## src/hw/rit_pkg.sv

```systemverilog
package rit_pkg;

  // ----------------------------------------------------------------
  // Register offsets
  // ----------------------------------------------------------------
  localparam logic [5:0] PENDING_STATUS_ADDR = 6'h03;
  localparam logic [5:0] SECONDARY_ADDR      = 6'h05;
  localparam logic [5:0] ENABLE_ADDR         = 6'h06;
  localparam logic [5:0] FLAGS_ADDR          = 6'h07;
  localparam logic [5:0] PIN_SETUP_ADDR      = 6'h07;
  localparam logic [5:0] CONTROL_ADDR        = 6'h09;
  localparam logic [5:0] COUNT_ADDR          = 6'h0C;
  localparam logic [5:0] FIFO_LEVEL_ADDR     = 6'h29;
  localparam logic [5:0] TIMER_CLOCK_ADDR    = 6'h2A;
  localparam logic [5:0] TIMER_CONTROL_ADDR  = 6'h2B;
  localparam logic [5:0] RELOAD_ADDR         = 6'h2C;

  // ----------------------------------------------------------------
  // Field positions
  // ----------------------------------------------------------------
  localparam int SET_SELECT_BIT  = 7;
  localparam int TIMER_BIT       = 5;
  localparam int TX_BIT          = 4;
  localparam int RX_BIT          = 3;
  localparam int CMD_BIT         = 2;
  localparam int HIGH_BIT        = 1;
  localparam int LOW_BIT         = 0;
  localparam int PENDING_BIT     = 3;
  localparam int RUNNING_BIT     = 7;
  localparam int INVERT_BIT      = 1;
  localparam int DRIVE_BIT       = 0;
  localparam int START_NOW_BIT   = 1;
  localparam int STOP_NOW_BIT    = 2;
  localparam int AUTO_RELOAD_BIT = 5;
  localparam int START_TXF_BIT   = 0;
  localparam int START_TXL_BIT   = 1;
  localparam int STOP_RXF_BIT    = 2;
  localparam int STOP_RXL_BIT    = 3;

  // ----------------------------------------------------------------
  // Reset values
  // ----------------------------------------------------------------
  localparam logic [5:0] FLAGS_RST     = 6'h00;
  localparam logic [5:0] ENABLE_RST    = 6'h00;
  localparam logic [1:0] PIN_SETUP_RST = 2'h2;
  localparam logic [5:0] THRESH_RST    = 6'h08;
  localparam logic [5:0] TCLOCK_RST    = 6'h00;
  localparam logic [3:0] TCONTROL_RST  = 4'h0;
  localparam logic [7:0] RELOAD_RST    = 8'h00;

  // ----------------------------------------------------------------
  // Sizes and timing
  // ----------------------------------------------------------------
  localparam logic [6:0]  FIFO_DEPTH    = 7'h40;
  localparam logic [4:0]  PRESCALE_MAX  = 5'h15;
  localparam int          REF_PERIOD_NS = 4;
  localparam int          REF_CLK_KHZ   = 1000000 / REF_PERIOD_NS;
  localparam int          CHIP_CLK_KHZ  = 13560;
  localparam logic [18:0] CHIP_STEP     = 19'(CHIP_CLK_KHZ);
  localparam logic [18:0] CHIP_MOD      = 19'(REF_CLK_KHZ);

  typedef enum logic {
    RIT_STOPPED  = 1'b0,
    RIT_COUNTING = 1'b1
  } rit_run_t;

  // Set/clear update shared by request and enable registers
  function automatic logic [5:0] rit_set_clear(input logic [5:0] cur,
                                               input logic [7:0] wr);
    if (wr[SET_SELECT_BIT]) begin
      return cur | wr[5:0];
    end
    return cur & ~wr[5:0];
  endfunction

endpackage

```

## src/hw/rit_tmr_if.sv

```systemverilog
`timescale 1ns/100ps
interface rit_tmr_if;
  logic       start_evt;
  logic       stop_evt;
  logic       stop_now;
  logic       auto_reload;
  logic [4:0] exponent;
  logic [7:0] reload;
  logic [7:0] count;
  logic       running;
  logic       expire;

  modport ctl (output start_evt, stop_evt, stop_now, auto_reload, exponent, reload,
               input  count, running, expire);
  modport tmr (input  start_evt, stop_evt, stop_now, auto_reload, exponent, reload,
               output count, running, expire);
endinterface

```

## src/hw/rit_top.sv

```systemverilog
`timescale 1ns/100ps
// How it works
// - FIFO-high and FIFO-low request flags set while their warnings are active.
// - High warning when 64 minus fill count is at most threshold.
// - Low warning when fill count is at most threshold.
// - Transmit, CRC, EEPROM, receive and command completions set their flags.
// - Request and enable share layout: bit7 select, bit6 reserved, bits5-0 sources.
// - Pending bit is OR of enabled requests, forwarded to the request pin.
// - Hardware sets request flags; host may also set or clear them.
// - Bit7 one sets written ones, zero clears them; zeros leave bits alone.
// - Invert setting flips the pending level on the pin.
// - Drive setting one is push-pull, zero is open-drain pulling low only.
// - Reset sets invert to one and drive to zero, pin floats.
// - Timer clock is 13.56 MHz over 2^exponent, exponent 0 to 21.
// - Running nonzero counter decrements once per timer clock.
// - With auto reload, count at 1 reloads instead of reaching zero.
// - Start on tx first bit, tx last bit, or host start-immediate.
// - Every start loads counter from reload register, even when running.
// - Stop on rx first bit, rx last bit, zero without reload, host stop.
// - Reload writes reach count only at next start or auto reload; config changes apply at once.
// - Timer request flag sets when counter goes from 1 to 0.
// - Host stop-immediate never raises the timer request flag.
// - Starts set counting flag, stops clear it; count moves only while set.
// - Current eight-bit count readable at any time.
// - Timer only observes events, never alters other operations.
module rit_top
  import rit_pkg::*;
(
  input  wire logic       ref_clk,            // 250 MHz clock
  input  wire logic       rst_b,              // Async reset, active low
  input  wire logic [5:0] reg_addr,           // Register offset
  input  wire logic       reg_page,           // Picks pin setup at shared offset
  input  wire logic       reg_wr,             // Write strobe
  input  wire logic       reg_rd,             // Read strobe
  input  wire logic [7:0] reg_wdata,          // Write data
  output logic      [7:0] reg_rdata,          // Read data, registered
  input  wire logic [6:0] fifo_fill_count,    // Bytes held in FIFO
  input  wire logic       tx_frame_end,       // Transmitted frame ended
  input  wire logic       crc_done,           // CRC unit finished FIFO data
  input  wire logic       eeprom_done,        // EEPROM programming finished
  input  wire logic       rx_frame_end,       // Received frame ended
  input  wire logic       cmd_done,           // Command completed
  input  wire logic       tx_first_bit_event, // First bit sent
  input  wire logic       tx_last_bit_event,  // Last bit sent
  input  wire logic       rx_first_bit_event, // First valid bit received
  input  wire logic       rx_last_bit_event,  // Last bit received
  output logic            irq_out,            // Request pin output level
  output logic            irq_oe              // Request pin output enable
);

  // ----------------------------------------------------------------
  // Register state
  // ----------------------------------------------------------------
  logic [5:0] flags_reg,     flags_next;
  logic [5:0] enable_reg,    enable_next;
  logic [1:0] pin_setup_reg, pin_setup_next;
  logic [5:0] thresh_reg,    thresh_next;
  logic [5:0] tclock_reg,    tclock_next;
  logic [3:0] tcontrol_reg,  tcontrol_next;
  logic [7:0] reload_reg,    reload_next;
  logic [7:0] rdata_reg,     rdata_next;

  // ----------------------------------------------------------------
  // Decode
  // ----------------------------------------------------------------
  logic wr_flags;
  logic wr_enable;
  logic wr_pin;
  logic wr_control;

  // Request flags and pin setup share an offset, split by page
  assign wr_flags   = reg_wr && reg_addr == FLAGS_ADDR && !reg_page;
  assign wr_pin     = reg_wr && reg_addr == PIN_SETUP_ADDR && reg_page;
  assign wr_enable  = reg_wr && reg_addr == ENABLE_ADDR;
  assign wr_control = reg_wr && reg_addr == CONTROL_ADDR;

  // ----------------------------------------------------------------
  // FIFO warnings and event collection
  // ----------------------------------------------------------------
  logic       high_warn;
  logic       low_warn;
  logic       tx_any;
  logic [5:0] hw_set;
  logic       pending;
  logic       pin_level;

  // Thresholds against fill count
  assign high_warn = (FIFO_DEPTH - fifo_fill_count) <= {1'b0, thresh_reg};
  assign low_warn  = fifo_fill_count <= {1'b0, thresh_reg};
  assign tx_any    = tx_frame_end || crc_done || eeprom_done;

  rit_tmr_if tif ();

  // Hardware set sources in flag order
  always_comb begin
    hw_set           = 6'h00;
    hw_set[TIMER_BIT] = tif.expire;
    hw_set[TX_BIT]   = tx_any;
    hw_set[RX_BIT]   = rx_frame_end;
    hw_set[CMD_BIT]  = cmd_done;
    hw_set[HIGH_BIT] = high_warn;
    hw_set[LOW_BIT]  = low_warn;
  end

  // ----------------------------------------------------------------
  // Register writes
  // ----------------------------------------------------------------
  // Set/clear access; hardware set wins over a host clear
  always_comb begin
    flags_next     = flags_reg;
    enable_next    = enable_reg;
    pin_setup_next = pin_setup_reg;
    thresh_next    = thresh_reg;
    tclock_next    = tclock_reg;
    tcontrol_next  = tcontrol_reg;
    reload_next    = reload_reg;
    if (wr_flags) begin
      flags_next = rit_set_clear(flags_reg, reg_wdata);
    end
    flags_next = flags_next | hw_set;
    if (wr_enable) begin
      enable_next = rit_set_clear(enable_reg, reg_wdata);
    end
    if (wr_pin) begin
      pin_setup_next = {reg_wdata[INVERT_BIT], reg_wdata[DRIVE_BIT]};
    end
    if (reg_wr && reg_addr == FIFO_LEVEL_ADDR) begin
      thresh_next = reg_wdata[5:0];
    end
    if (reg_wr && reg_addr == TIMER_CLOCK_ADDR) begin
      tclock_next = reg_wdata[5:0];
    end
    if (reg_wr && reg_addr == TIMER_CONTROL_ADDR) begin
      tcontrol_next = reg_wdata[3:0];
    end
    if (reg_wr && reg_addr == RELOAD_ADDR) begin
      reload_next = reg_wdata;
    end
  end

  always_ff @(posedge ref_clk or negedge rst_b) begin
    if (!rst_b) begin
      flags_reg     <= FLAGS_RST;
      enable_reg    <= ENABLE_RST;
      pin_setup_reg <= PIN_SETUP_RST;
      thresh_reg    <= THRESH_RST;
      tclock_reg    <= TCLOCK_RST;
      tcontrol_reg  <= TCONTROL_RST;
      reload_reg    <= RELOAD_RST;
    end else begin
      flags_reg     <= flags_next;
      enable_reg    <= enable_next;
      pin_setup_reg <= pin_setup_next;
      thresh_reg    <= thresh_next;
      tclock_reg    <= tclock_next;
      tcontrol_reg  <= tcontrol_next;
      reload_reg    <= reload_next;
    end
  end

  // ----------------------------------------------------------------
  // Timer hookup
  // ----------------------------------------------------------------
  // Bit-event starts and stops gated by their enables; host start and stop commands are not
  always_comb begin
    tif.start_evt = (tx_first_bit_event && tcontrol_reg[START_TXF_BIT])
                 || (tx_last_bit_event && tcontrol_reg[START_TXL_BIT])
                 || (wr_control && reg_wdata[START_NOW_BIT]);
    tif.stop_evt  = (rx_first_bit_event && tcontrol_reg[STOP_RXF_BIT])
                 || (rx_last_bit_event && tcontrol_reg[STOP_RXL_BIT]);
    tif.stop_now  = wr_control && reg_wdata[STOP_NOW_BIT];
    tif.auto_reload = tclock_reg[AUTO_RELOAD_BIT];
    tif.exponent    = tclock_reg[4:0];
    tif.reload      = reload_reg;
  end

  rit_timer u_timer (
    .ref_clk (ref_clk),
    .rst_b   (rst_b),
    .tif     (tif.tmr)
  );

  // ----------------------------------------------------------------
  // Pending summary and request pin
  // ----------------------------------------------------------------
  assign pending   = |(flags_reg & enable_reg);
  assign pin_level = pending ^ pin_setup_reg[1];

  // Push-pull drives both levels; open-drain only pulls low
  always_comb begin
    if (pin_setup_reg[0]) begin
      irq_out = pin_level;
      irq_oe  = 1'b1;
    end else begin
      irq_out = 1'b0;
      irq_oe  = ~pin_level;
    end
  end

  // ----------------------------------------------------------------
  // Read path
  // ----------------------------------------------------------------
  // Registered read data; unmapped offsets read zero
  always_comb begin
    rdata_next = rdata_reg;
    if (reg_rd) begin
      rdata_next = 8'h00;
      case (reg_addr)
        PENDING_STATUS_ADDR: begin
          rdata_next[PENDING_BIT] = pending;
          rdata_next[HIGH_BIT]    = high_warn;
          rdata_next[LOW_BIT]     = low_warn;
        end
        SECONDARY_ADDR: begin
          rdata_next[RUNNING_BIT] = tif.running;
        end
        ENABLE_ADDR: begin
          rdata_next[5:0] = enable_reg;
        end
        FLAGS_ADDR: begin
          if (reg_page) begin
            rdata_next[INVERT_BIT] = pin_setup_reg[1];
            rdata_next[DRIVE_BIT]  = pin_setup_reg[0];
          end else begin
            rdata_next[5:0] = flags_reg;
          end
        end
        COUNT_ADDR: begin
          rdata_next = tif.count;
        end
        FIFO_LEVEL_ADDR: begin
          rdata_next[5:0] = thresh_reg;
        end
        TIMER_CLOCK_ADDR: begin
          rdata_next[5:0] = tclock_reg;
        end
        TIMER_CONTROL_ADDR: begin
          rdata_next[3:0] = tcontrol_reg;
        end
        RELOAD_ADDR: begin
          rdata_next = reload_reg;
        end
        default: begin
          rdata_next = 8'h00;
        end
      endcase
    end
  end

  always_ff @(posedge ref_clk or negedge rst_b) begin
    if (!rst_b) begin
      rdata_reg <= 8'h00;
    end else begin
      rdata_reg <= rdata_next;
    end
  end

  assign reg_rdata = rdata_reg;

  // ----------------------------------------------------------------
  // Checks
  // ----------------------------------------------------------------
  AST_HIGH_WARN: assert property (@(posedge ref_clk) disable iff (!rst_b)
    (FIFO_DEPTH - fifo_fill_count) <= {1'b0, thresh_reg} |=> flags_reg[HIGH_BIT])
    else $error("high warning did not set its flag");
  AST_LOW_WARN: assert property (@(posedge ref_clk) disable iff (!rst_b)
    fifo_fill_count <= {1'b0, thresh_reg} |=> flags_reg[LOW_BIT])
    else $error("low warning did not set its flag");
  AST_TX_DONE: assert property (@(posedge ref_clk) disable iff (!rst_b)
    crc_done || eeprom_done || tx_frame_end |=> flags_reg[TX_BIT])
    else $error("transmit done flag not set");
  AST_SET_WRITE: assert property (@(posedge ref_clk) disable iff (!rst_b)
    wr_enable && reg_wdata[SET_SELECT_BIT] |=> (enable_reg & $past(reg_wdata[5:0]))
      == $past(reg_wdata[5:0]))
    else $error("set write missed a bit");
  AST_CLEAR_WRITE: assert property (@(posedge ref_clk) disable iff (!rst_b)
    wr_flags && !reg_wdata[SET_SELECT_BIT] && reg_wdata[CMD_BIT] && !cmd_done
      |=> !flags_reg[CMD_BIT])
    else $error("clear write missed a bit");
  AST_RESERVED_ZERO: assert property (@(posedge ref_clk) disable iff (!rst_b)
    reg_rd && (reg_addr == FLAGS_ADDR || reg_addr == ENABLE_ADDR) |=> !reg_rdata[6])
    else $error("reserved bit read as one");
  AST_OPEN_DRAIN: assert property (@(posedge ref_clk) disable iff (!rst_b)
    !pin_setup_reg[0] |-> !irq_out && (irq_oe == !(pending ^ pin_setup_reg[1])))
    else $error("open-drain pin drove high");
  AST_PIN_LEVEL: assert property (@(posedge ref_clk) disable iff (!rst_b)
    pin_setup_reg[0] && $rose(flags_reg[RX_BIT]) && enable_reg[RX_BIT]
      |-> irq_oe && irq_out == !pin_setup_reg[1])
    else $error("request pin level wrong");
  AST_RX_DONE: assert property (@(posedge ref_clk) disable iff (!rst_b)
    rx_frame_end |=> flags_reg[RX_BIT])
    else $error("receive done flag not set");
  AST_CMD_DONE: assert property (@(posedge ref_clk) disable iff (!rst_b)
    cmd_done |=> flags_reg[CMD_BIT])
    else $error("command done flag not set");
  AST_TIMER_FLAG: assert property (@(posedge ref_clk) disable iff (!rst_b)
    tif.expire |=> flags_reg[TIMER_BIT])
    else $error("timer flag not set on expiry");
  AST_PIN_WRITE: assert property (@(posedge ref_clk) disable iff (!rst_b)
    wr_pin |=> pin_setup_reg == {$past(reg_wdata[INVERT_BIT]), $past(reg_wdata[DRIVE_BIT])})
    else $error("pin setup write lost");

endmodule

```

## src/hw/rit_timer.sv

```systemverilog
`timescale 1ns/100ps
module rit_timer
  import rit_pkg::*;
(
  input  wire logic ref_clk, // 250 MHz clock
  input  wire logic rst_b,   // Async reset, active low
  rit_tmr_if.tmr    tif      // Control and status
);

  // ----------------------------------------------------------------
  // Chip clock and prescaler
  // ----------------------------------------------------------------
  logic [18:0] acc_reg,  acc_next;
  logic [21:0] pre_reg,  pre_next;
  logic        chip_tick;
  logic        tmr_tick;
  logic [4:0]  exp_c;
  logic [21:0] pre_mask;

  // Fractional accumulator makes 13.56 MHz ticks; divide by 2^exp
  always_comb begin
    acc_next  = acc_reg + CHIP_STEP;
    chip_tick = 1'b0;
    if (acc_next >= CHIP_MOD) begin
      acc_next  = acc_next - CHIP_MOD;
      chip_tick = 1'b1;
    end
    exp_c    = (tif.exponent > PRESCALE_MAX) ? PRESCALE_MAX : tif.exponent;
    pre_mask = (22'h1 << exp_c) - 22'h1;
    tmr_tick = chip_tick && (pre_reg == pre_mask);
    pre_next = pre_reg;
    if (tif.start_evt) begin
      pre_next = 22'h0;
    end else if (chip_tick) begin
      pre_next = tmr_tick ? 22'h0 : pre_reg + 22'h1;
    end
  end

  always_ff @(posedge ref_clk or negedge rst_b) begin
    if (!rst_b) begin
      acc_reg <= 19'h0;
      pre_reg <= 22'h0;
    end else begin
      acc_reg <= acc_next;
      pre_reg <= pre_next;
    end
  end

  // ----------------------------------------------------------------
  // Down counter
  // ----------------------------------------------------------------
  rit_run_t   run_reg,    run_next;
  logic [7:0] count_reg,  count_next;
  logic       expire_reg, expire_next;

  // Start wins over stop; count moves only while counting
  always_comb begin
    run_next    = run_reg;
    count_next  = count_reg;
    expire_next = 1'b0;
    if (tif.start_evt) begin
      count_next = tif.reload;
      run_next   = RIT_COUNTING;
    end else if (tif.stop_now || tif.stop_evt) begin
      run_next   = RIT_STOPPED;
    end else if (run_reg == RIT_COUNTING && tmr_tick) begin
      case (count_reg)
        8'h01: begin
          expire_next = 1'b1;
          if (tif.auto_reload) begin
            count_next = tif.reload;
          end else begin
            count_next = 8'h00;
            run_next   = RIT_STOPPED;
          end
        end
        8'h00: begin
          run_next = RIT_STOPPED;
        end
        default: begin
          count_next = count_reg - 8'h01;
        end
      endcase
    end
  end

  always_ff @(posedge ref_clk or negedge rst_b) begin
    if (!rst_b) begin
      run_reg    <= RIT_STOPPED;
      count_reg  <= 8'h00;
      expire_reg <= 1'b0;
    end else begin
      run_reg    <= run_next;
      count_reg  <= count_next;
      expire_reg <= expire_next;
    end
  end

  // Status only; nothing here feeds the radio path
  assign tif.count   = count_reg;
  assign tif.running = (run_reg == RIT_COUNTING);
  assign tif.expire  = expire_reg;

  // ----------------------------------------------------------------
  // Checks
  // ----------------------------------------------------------------
  AST_START_LOAD: assert property (@(posedge ref_clk) disable iff (!rst_b)
    tif.start_evt |=> tif.running && tif.count == $past(tif.reload))
    else $error("start did not load reload value");
  AST_STOP_NOW_QUIET: assert property (@(posedge ref_clk) disable iff (!rst_b)
    tif.stop_now && !tif.start_evt |=> !tif.running && !tif.expire)
    else $error("host stop raised expiry or kept running");
  AST_DECREMENT: assert property (@(posedge ref_clk) disable iff (!rst_b)
    tif.running && tmr_tick && tif.count > 8'h01 && !tif.start_evt
      && !tif.stop_evt && !tif.stop_now |=> tif.count == $past(tif.count) - 8'h01)
    else $error("counter did not decrement by one");
  AST_AUTO_RELOAD: assert property (@(posedge ref_clk) disable iff (!rst_b)
    tif.running && tmr_tick && tif.count == 8'h01 && tif.auto_reload && !tif.start_evt
      && !tif.stop_evt && !tif.stop_now |=> tif.expire && tif.count == $past(tif.reload))
    else $error("auto reload missed");
  AST_ONE_SHOT_END: assert property (@(posedge ref_clk) disable iff (!rst_b)
    tif.running && tmr_tick && tif.count == 8'h01 && !tif.auto_reload && !tif.start_evt
      && !tif.stop_evt && !tif.stop_now |=> tif.expire && !tif.running && tif.count == 8'h00)
    else $error("expiry at zero missed");

endmodule

```

## config.mk

```make
export PLATFORM = sky130hd
export DESIGN_NAME = rit_top
export DESIGN_NICKNAME = d
export VERILOG_FILES = /design/src/hw/rit_pkg.sv /design/src/hw/rit_tmr_if.sv /design/src/hw/rit_top.sv /design/src/hw/rit_timer.sv
export SDC_FILE = /design/constraint.sdc
export NUM_CORES = 1
export LEC_CHECK = 0
export ABC_AREA = 0
export CORE_MARGIN = 10
export CORE_UTILIZATION = 30
export DETAILED_ROUTE_END_ITERATION = 16
export DONT_BUFFER_PORTS = 1
export PLACE_DENSITY = 0.5
export RECOVER_POWER = 100
export SYNTH_ARGS = -nofsm -noshare
export SYNTH_HDL_FRONTEND = slang
export SYNTH_HIERARCHICAL = 1
export SYNTH_SLANG_ARGS = --single-unit
```

## constraint.sdc

```tcl
create_clock -name ref_clk -period 4.5 [get_ports ref_clk]
set_input_delay 0.45 -clock ref_clk [delete_from_list [all_inputs] [get_ports ref_clk]]
set_output_delay 0.45 -clock ref_clk [all_outputs]
set_load 0.01 [all_outputs]
```

# Yosys cells after proc, flatten, opt, wreduce, memory -nomap -nowiden

Cells that the tools add are included.

Add/sub/neg operators: 6
Magnitude comparators: 4
Eq/ne operators: 15
Shift-type cells: 1
Mux-type cells: 38
Bitwise logic cells: 9
Reductions and logical operators: 32

Operators by type and width:

| cell                                                                                   | number |
|---|---|
| 22-bit two-way mux                                                                     | 3 |
| 8-bit two-way mux                                                                      | 4 |
| 6-bit two-way mux                                                                      | 5 |
| 6-bit == test (second input constant)                                                  | 4 |
| 22-bit by 1-bit adder with 22-bit output (second input constant)                       | 1 |
| 22-bit == test                                                                         | 1 |
| 1-bit by 5-bit left shift with 22-bit output (first input constant)                    | 1 |
| 22-bit by 1-bit subtractor with 22-bit output (second input constant)                  | 1 |
| 19-bit by 14-bit adder with 19-bit output (second input constant)                      | 1 |
| 19-bit by 18-bit greater-or-equal comparator with 1-bit output (second input constant) | 1 |
| 19-bit two-way mux                                                                     | 1 |
| 19-bit by 18-bit subtractor with 19-bit output (second input constant)                 | 1 |
| 6-bit bitwise AND                                                                      | 3 |
| 6-bit by 3-bit == test with 1-bit output (second input constant)                       | 3 |
| 6-bit OR                                                                               | 3 |
| 1-bit logical AND                                                                      | 17 |
| 2-bit case mux with 8 select lines                                                     | 1 |
| 8-bit case mux with 2 select lines                                                     | 1 |
| 7-bit by 6-bit <= comparator with 1-bit output                                         | 2 |
| 1-bit two-way mux                                                                      | 14 |
| 6-bit by 4-bit == test with 1-bit output (second input constant)                       | 2 |
| 2-bit case mux with 6 select lines                                                     | 1 |
| 8-bit by 1-bit == test with 1-bit output (second input constant)                       | 1 |
| 8-bit logical NOT                                                                      | 1 |
| 23 further kinds                                                                       | 32 |

Register bits: 97
Word-level logic and storage cells: 118

# Longest topological paths before layout

Depth after elaboration: 10
Mapped depth: 17

# Hierarchy

Netlist, hierarchy kept.

Modules (own cells, without submodules):

| module    | instances | cells each | area each (µm²) | seq. area each (µm²) |
|---|---|---|---|---|
| rit_timer | 1         | 548        | 4424.2          | 1201.2 |
| rit_top   | 1         | 262        | 2728.9          | 1153.6 |

# Worst setup path after synthesis

OpenSTA, ideal clock, no wires.

Kind: reg2reg
Start: register tclock_reg[3]
End: register u_timer.count_reg[0], in the netlist u_timer/tif.count[0]
Setup time: 131 ps
Arrival time: 3551 ps
Required time: 4369 ps
Path slack: 818 ps
Stages on the path, launching flop included: 15
Buffers on the path: 2
Period minus slack after synthesis: 3682 ps
Path through: dfrtp_1 or3_1 clkbuf_1 nor2_1 nand2_1 ha_1 or4b_2 o22ai_1 o21ai_0 a22o_1 nor3b_1 nor4b_2 buf_2 a41oi_1 or3b_1

Cells in the longest elaborated chain, start to end: 9

Ends and longest elaborated chain:

| what                                            | RTL line        | source |
|---|---|---|
| start: declaration                              | rit_top.sv:58   | `logic [5:0] tclock_reg, tclock_next;` |
| start signal: assignment                        | rit_top.sv:155  | `tclock_reg <= tclock_next;` |
| 5-bit > comparator                              | rit_timer.sv:28 | `exp_c = (tif.exponent > PRESCALE_MAX) ? PRESCALE_MAX : tif.exponent;` |
| 5-bit two-way mux *                             | rit_timer.sv:28 |  |
| 1-bit by 5-bit left shift with 22-bit output *  | rit_timer.sv:29 | `pre_mask = (22'h1 << exp_c) - 22'h1;` |
| 22-bit by 1-bit subtractor with 22-bit output * | rit_timer.sv:29 |  |
| 22-bit == test *                                | rit_timer.sv:30 | `tmr_tick = chip_tick && (pre_reg == pre_mask);` |
| 1-bit logical AND *                             | rit_timer.sv:30 |  |
| 1-bit logical AND *                             | rit_timer.sv:66 | `end else if (run_reg == RIT_COUNTING && tmr_tick) begin` |
| 2-bit nonzero test (no line) *                  | n/a             |  |
| 3-bit AND reduction (no line) *                 | n/a             |  |
| end signal: assignment                          | rit_timer.sv:94 | `count_reg <= count_next;` |
| end: declaration                                | rit_timer.sv:53 | `logic [7:0] count_reg, count_next;` |

Mark *: on every way between the ends. The rest lies on a longest branch, timed or not.
A chain may end at the register's enable or synchronous reset.

# Worst setup path after layout

Same ends and word-level chain as after synthesis.

==> run summary <==
outcome: finished with violations
failing checks: capacitance limit, slew limit
final worst slack: 0.562 ns
type of destination of the critical path: register
root buffer cell: clkbuf_16
Clock Skews: 0.00852 ns
Synth Instances: 810
Area growth syn-to-layout: 6.73%
vias: 6225
combinational power share: 28.4%
layout cells sized above 1: 10.7%
crit path DAT: 4.17 ns
adder-cell area share of the yosys netlist: 3.32%
routed length per instance: 19.0 microns
PortBufs: 0
H-tree Lvls: 3
post-synthesis cell area: 7150 sq um
commonest non-fill, non-tap cell in the layout: dfrtp_1
sw frac: 35.0%
TritonCTS buffer count: 9
Worst Tran Pin Value: 2.51 ns
largest stage delay on the critical path: 0.66 ns
vias in the first global route: 6200
GPL Wtd Cong: 0.863
post-CTS sizing: 0
drt total wl: 21.1 mm
max reg flops: 22
Setup CP Type: register to register
DRC Markers: 0
fin crit share: 87.5%
Pleak: 0.00291 uW
Rel. slew slack: -67.3%
largest net degree at the start of global routing: 95
worst skew pair latency: 0.36 ns
FILL cells: 2496
final number of hold-violating endpoints: 0
NetSw: 909 uW
Initial Utilization: 30.5%
placed instance area: 7380 sq um
most frequent cells in the layout: dfrtp_1 (92), nand2_1 (75), o21ai_0 (43)
first-pass GRT wire length: 34.7 mm
CTS tree: done
syn_nets: 864
Post-Synth XOR/XNOR Area: 4.53%
setup violators final: 0
Pwr Density: 340 nW/um^2
sequential share of power: 39.9%
largest family of logic cells by synthesized area: simple AND/OR/NAND/NOR gates
number of synthesized register bits: 94
clock group share of total power: 31.7%
initial antenna violation count: 0
GRT Util Overall: 13.9%
Core ar.: 23500 sq um
TritonRoute pass-1 iters: 7
Worst Path Max Fanout: 22
I/O Pins: 45
RSZ-0062 raised after global routing: no
Synth Area in Compound Gates: 22.2%
Power Total: 2600 uW
maxcap violations: 3
Internal Power: 1690 uW
Synth Flop Type: dfrtp_1
sequential area share after synthesis: 32.9%
CP Cell Sequence: or3_1 -> nor2_1 -> nand2_1 -> ha_1 -> or4b_2 -> o22ai_1 -> o21ai_0 -> a22o_1 -> nor3b_1 -> nor4b_1 -> buf_4 -> a41oi_1 -> or3b_1
Longest Clk Path Bufs: 2
Fmax achieved: 254 MHz
Synth Warn #: 6
nets@finish: 837
Worst path slowest cell: or4b_2
CP Launch Type: register
HP Class: input pin to register
Die Area: 30400 sq um
DP HPWL: 14.9 mm
Avg Synthesized Cell Area: 8.83 sq um
Netlist cell types: 89
design area: 7630 sq um
mean number of vias per cell: 5.62
std cell rows: 56
mux contribution to synthesized area: 6.59%
grt total ovfl: 0
CTS Sinks: 94
Max Slew Vio Count: 117
pre-CTS WS: 0.584 ns
die height: 174 microns
Post-Synth Simple-Gate Area: 24.2%
post-route ant nets: 0
worst vdd rail ir drop: 0.214 mV
Required @ worst endpoint: 4.73 ns
drt initial violations: 478
Worst-path clk slew: 0.07 ns
fraction of registers with async set/reset: 100%
n_diodes: 0
Finished Core Util: 32.5%
Die W: 174 microns
Final min period: 3.94 ns
Setup TNS: 0 ns
EDFF count, synth: 0
-- power by group through the flow --
| stage | Clock (uW) | Combinational, uW | Sequential [uW] |
|---|---|---|---|
| 2_1_floorplan | 0 | 575 | 1010 |
| 3_3_place_gp | 0 | 718 | 1050 |
| 3_5_place_dp | 0 | 718 | 1050 |
| 4_1_cts | 853 | 743 | 1040 |
| 5_1_grt | 883 | 826 | 1050 |
| 6_report | 823 | 736 | 1040 |
-- critical path: cells and delay by family (launching register included) --
| family | cells | cell delay, ns |
|---|---|---|
| AND/OR/NAND/NOR | 7 | 2.29 |
| AO/OA/AOI/OAI | 4 | 0.63 |
| flip-flops | 1 | 0.38 |
| buffers and inverters | 1 | 0.31 |
| adder cells (fa/ha/maj) | 1 | 0.21 |
-- cell usage after synthesis (6+ instances only) --
cell type   n  area share, %
nand4_1     6           0.52
xor2_1     11            1.3
a31oi_1    11           0.96
and3_1     11           0.96
inv_1      41            2.2
nor2b_1    11           0.96
o31ai_1     9           0.94
a21oi_1    32            2.2
dfrtp_1    92             32
mux2i_1    10            1.4
clkbuf_1   24            1.3
o21ai_0    44            3.1
nor4b_1     6           0.73
or4_1       6           0.63
xnor2_1    26            3.2
a22oi_1    12            1.3
mux2_2     33            5.2
nor4_1     16            1.4
nand2b_1    9           0.79
buf_6       8            1.3
nand3_1    34            2.4
or3_1      12            1.0
a32o_1     13            1.8
nor3_1     27            1.9
a2bb2oi_1   6           0.73
nor3b_1    11            1.2
ha_1       19            3.3
a311o_1     6           0.84
buf_2      15            1.0
o211ai_1   11            1.2
nand2_1    75            3.9
nor2_1     41            2.2
-- logic make-up after synthesis --
family          count (synthesis)
flops                          94
buf+inv                        94
fa+ha+maj                      19
mux                            43
compound gates                215
simple gates                  308
xor+xnor                       37
-- through the flow --
stage | hold slack, ns | std cells
after floorplan | 0.154 | 810
after global placement | 0.160 | 1090
after detailed placement | 0.160 | 1090
after CTS | 0.0409 | 1107
after global routing | 0.171 | 1107
final | 0.172 | 1107
-- final timing paths --
check / start / endpoint / slack, ns / depth (start not counted)
min reg2reg: u_timer/tif.expire / flags_reg[5] / 0.48 / 1
max reg2reg: tclock_reg[3] / u_timer/tif.count[0] / 0.56 / 13
max: tclock_reg[3] / u_timer/tif.count[0] / 0.56 / 13
max in group asynchronous: rst_b / u_timer/pre_reg[2] / 2.17 / 1
min in group asynchronous: rst_b / u_timer/acc_reg[10] / 0.81 / 1
min: reg_rd / reg_rdata[7] / 0.17 / 1
-- cell type report --
| cell class | count | area [sq um] | share of cell area (%) |
|---|---|---|---|
| Clock buffer | 11 | 243 | 3.18 |
| Clock inverter | 5 | 67.6 | 0.885 |
| Inverter | 42 | 158 | 2.06 |
| Multi-Input combinational cell | 622 | 4310 | 56.5 |
| Sequential cell | 94 | 2350 | 30.8 |
| Tap cell | 319 | 399 | 5.23 |
| Timing Repair Buffer | 14 | 98.8 | 1.29 |
-- timing repair --
action | CTS | global route
hold buffers | 1 | 0
setup buffers | 0 | 0
setup endpoints to repair | 0 | 0
hold endpoints to repair | 94 | 0
-- metal layers --
layer  global-route usage, %  vias to the layer above  routed length [microns]
met1                    17.8                     3071                     9610
met5                       0                        -                        0
met2                    22.7                      140                    10000
met3                    3.12                       18                     1120
met4                    4.24                        0                      301
li1                        -                     2996                        -
No activity file was read; power rests on OpenSTA's default activity.
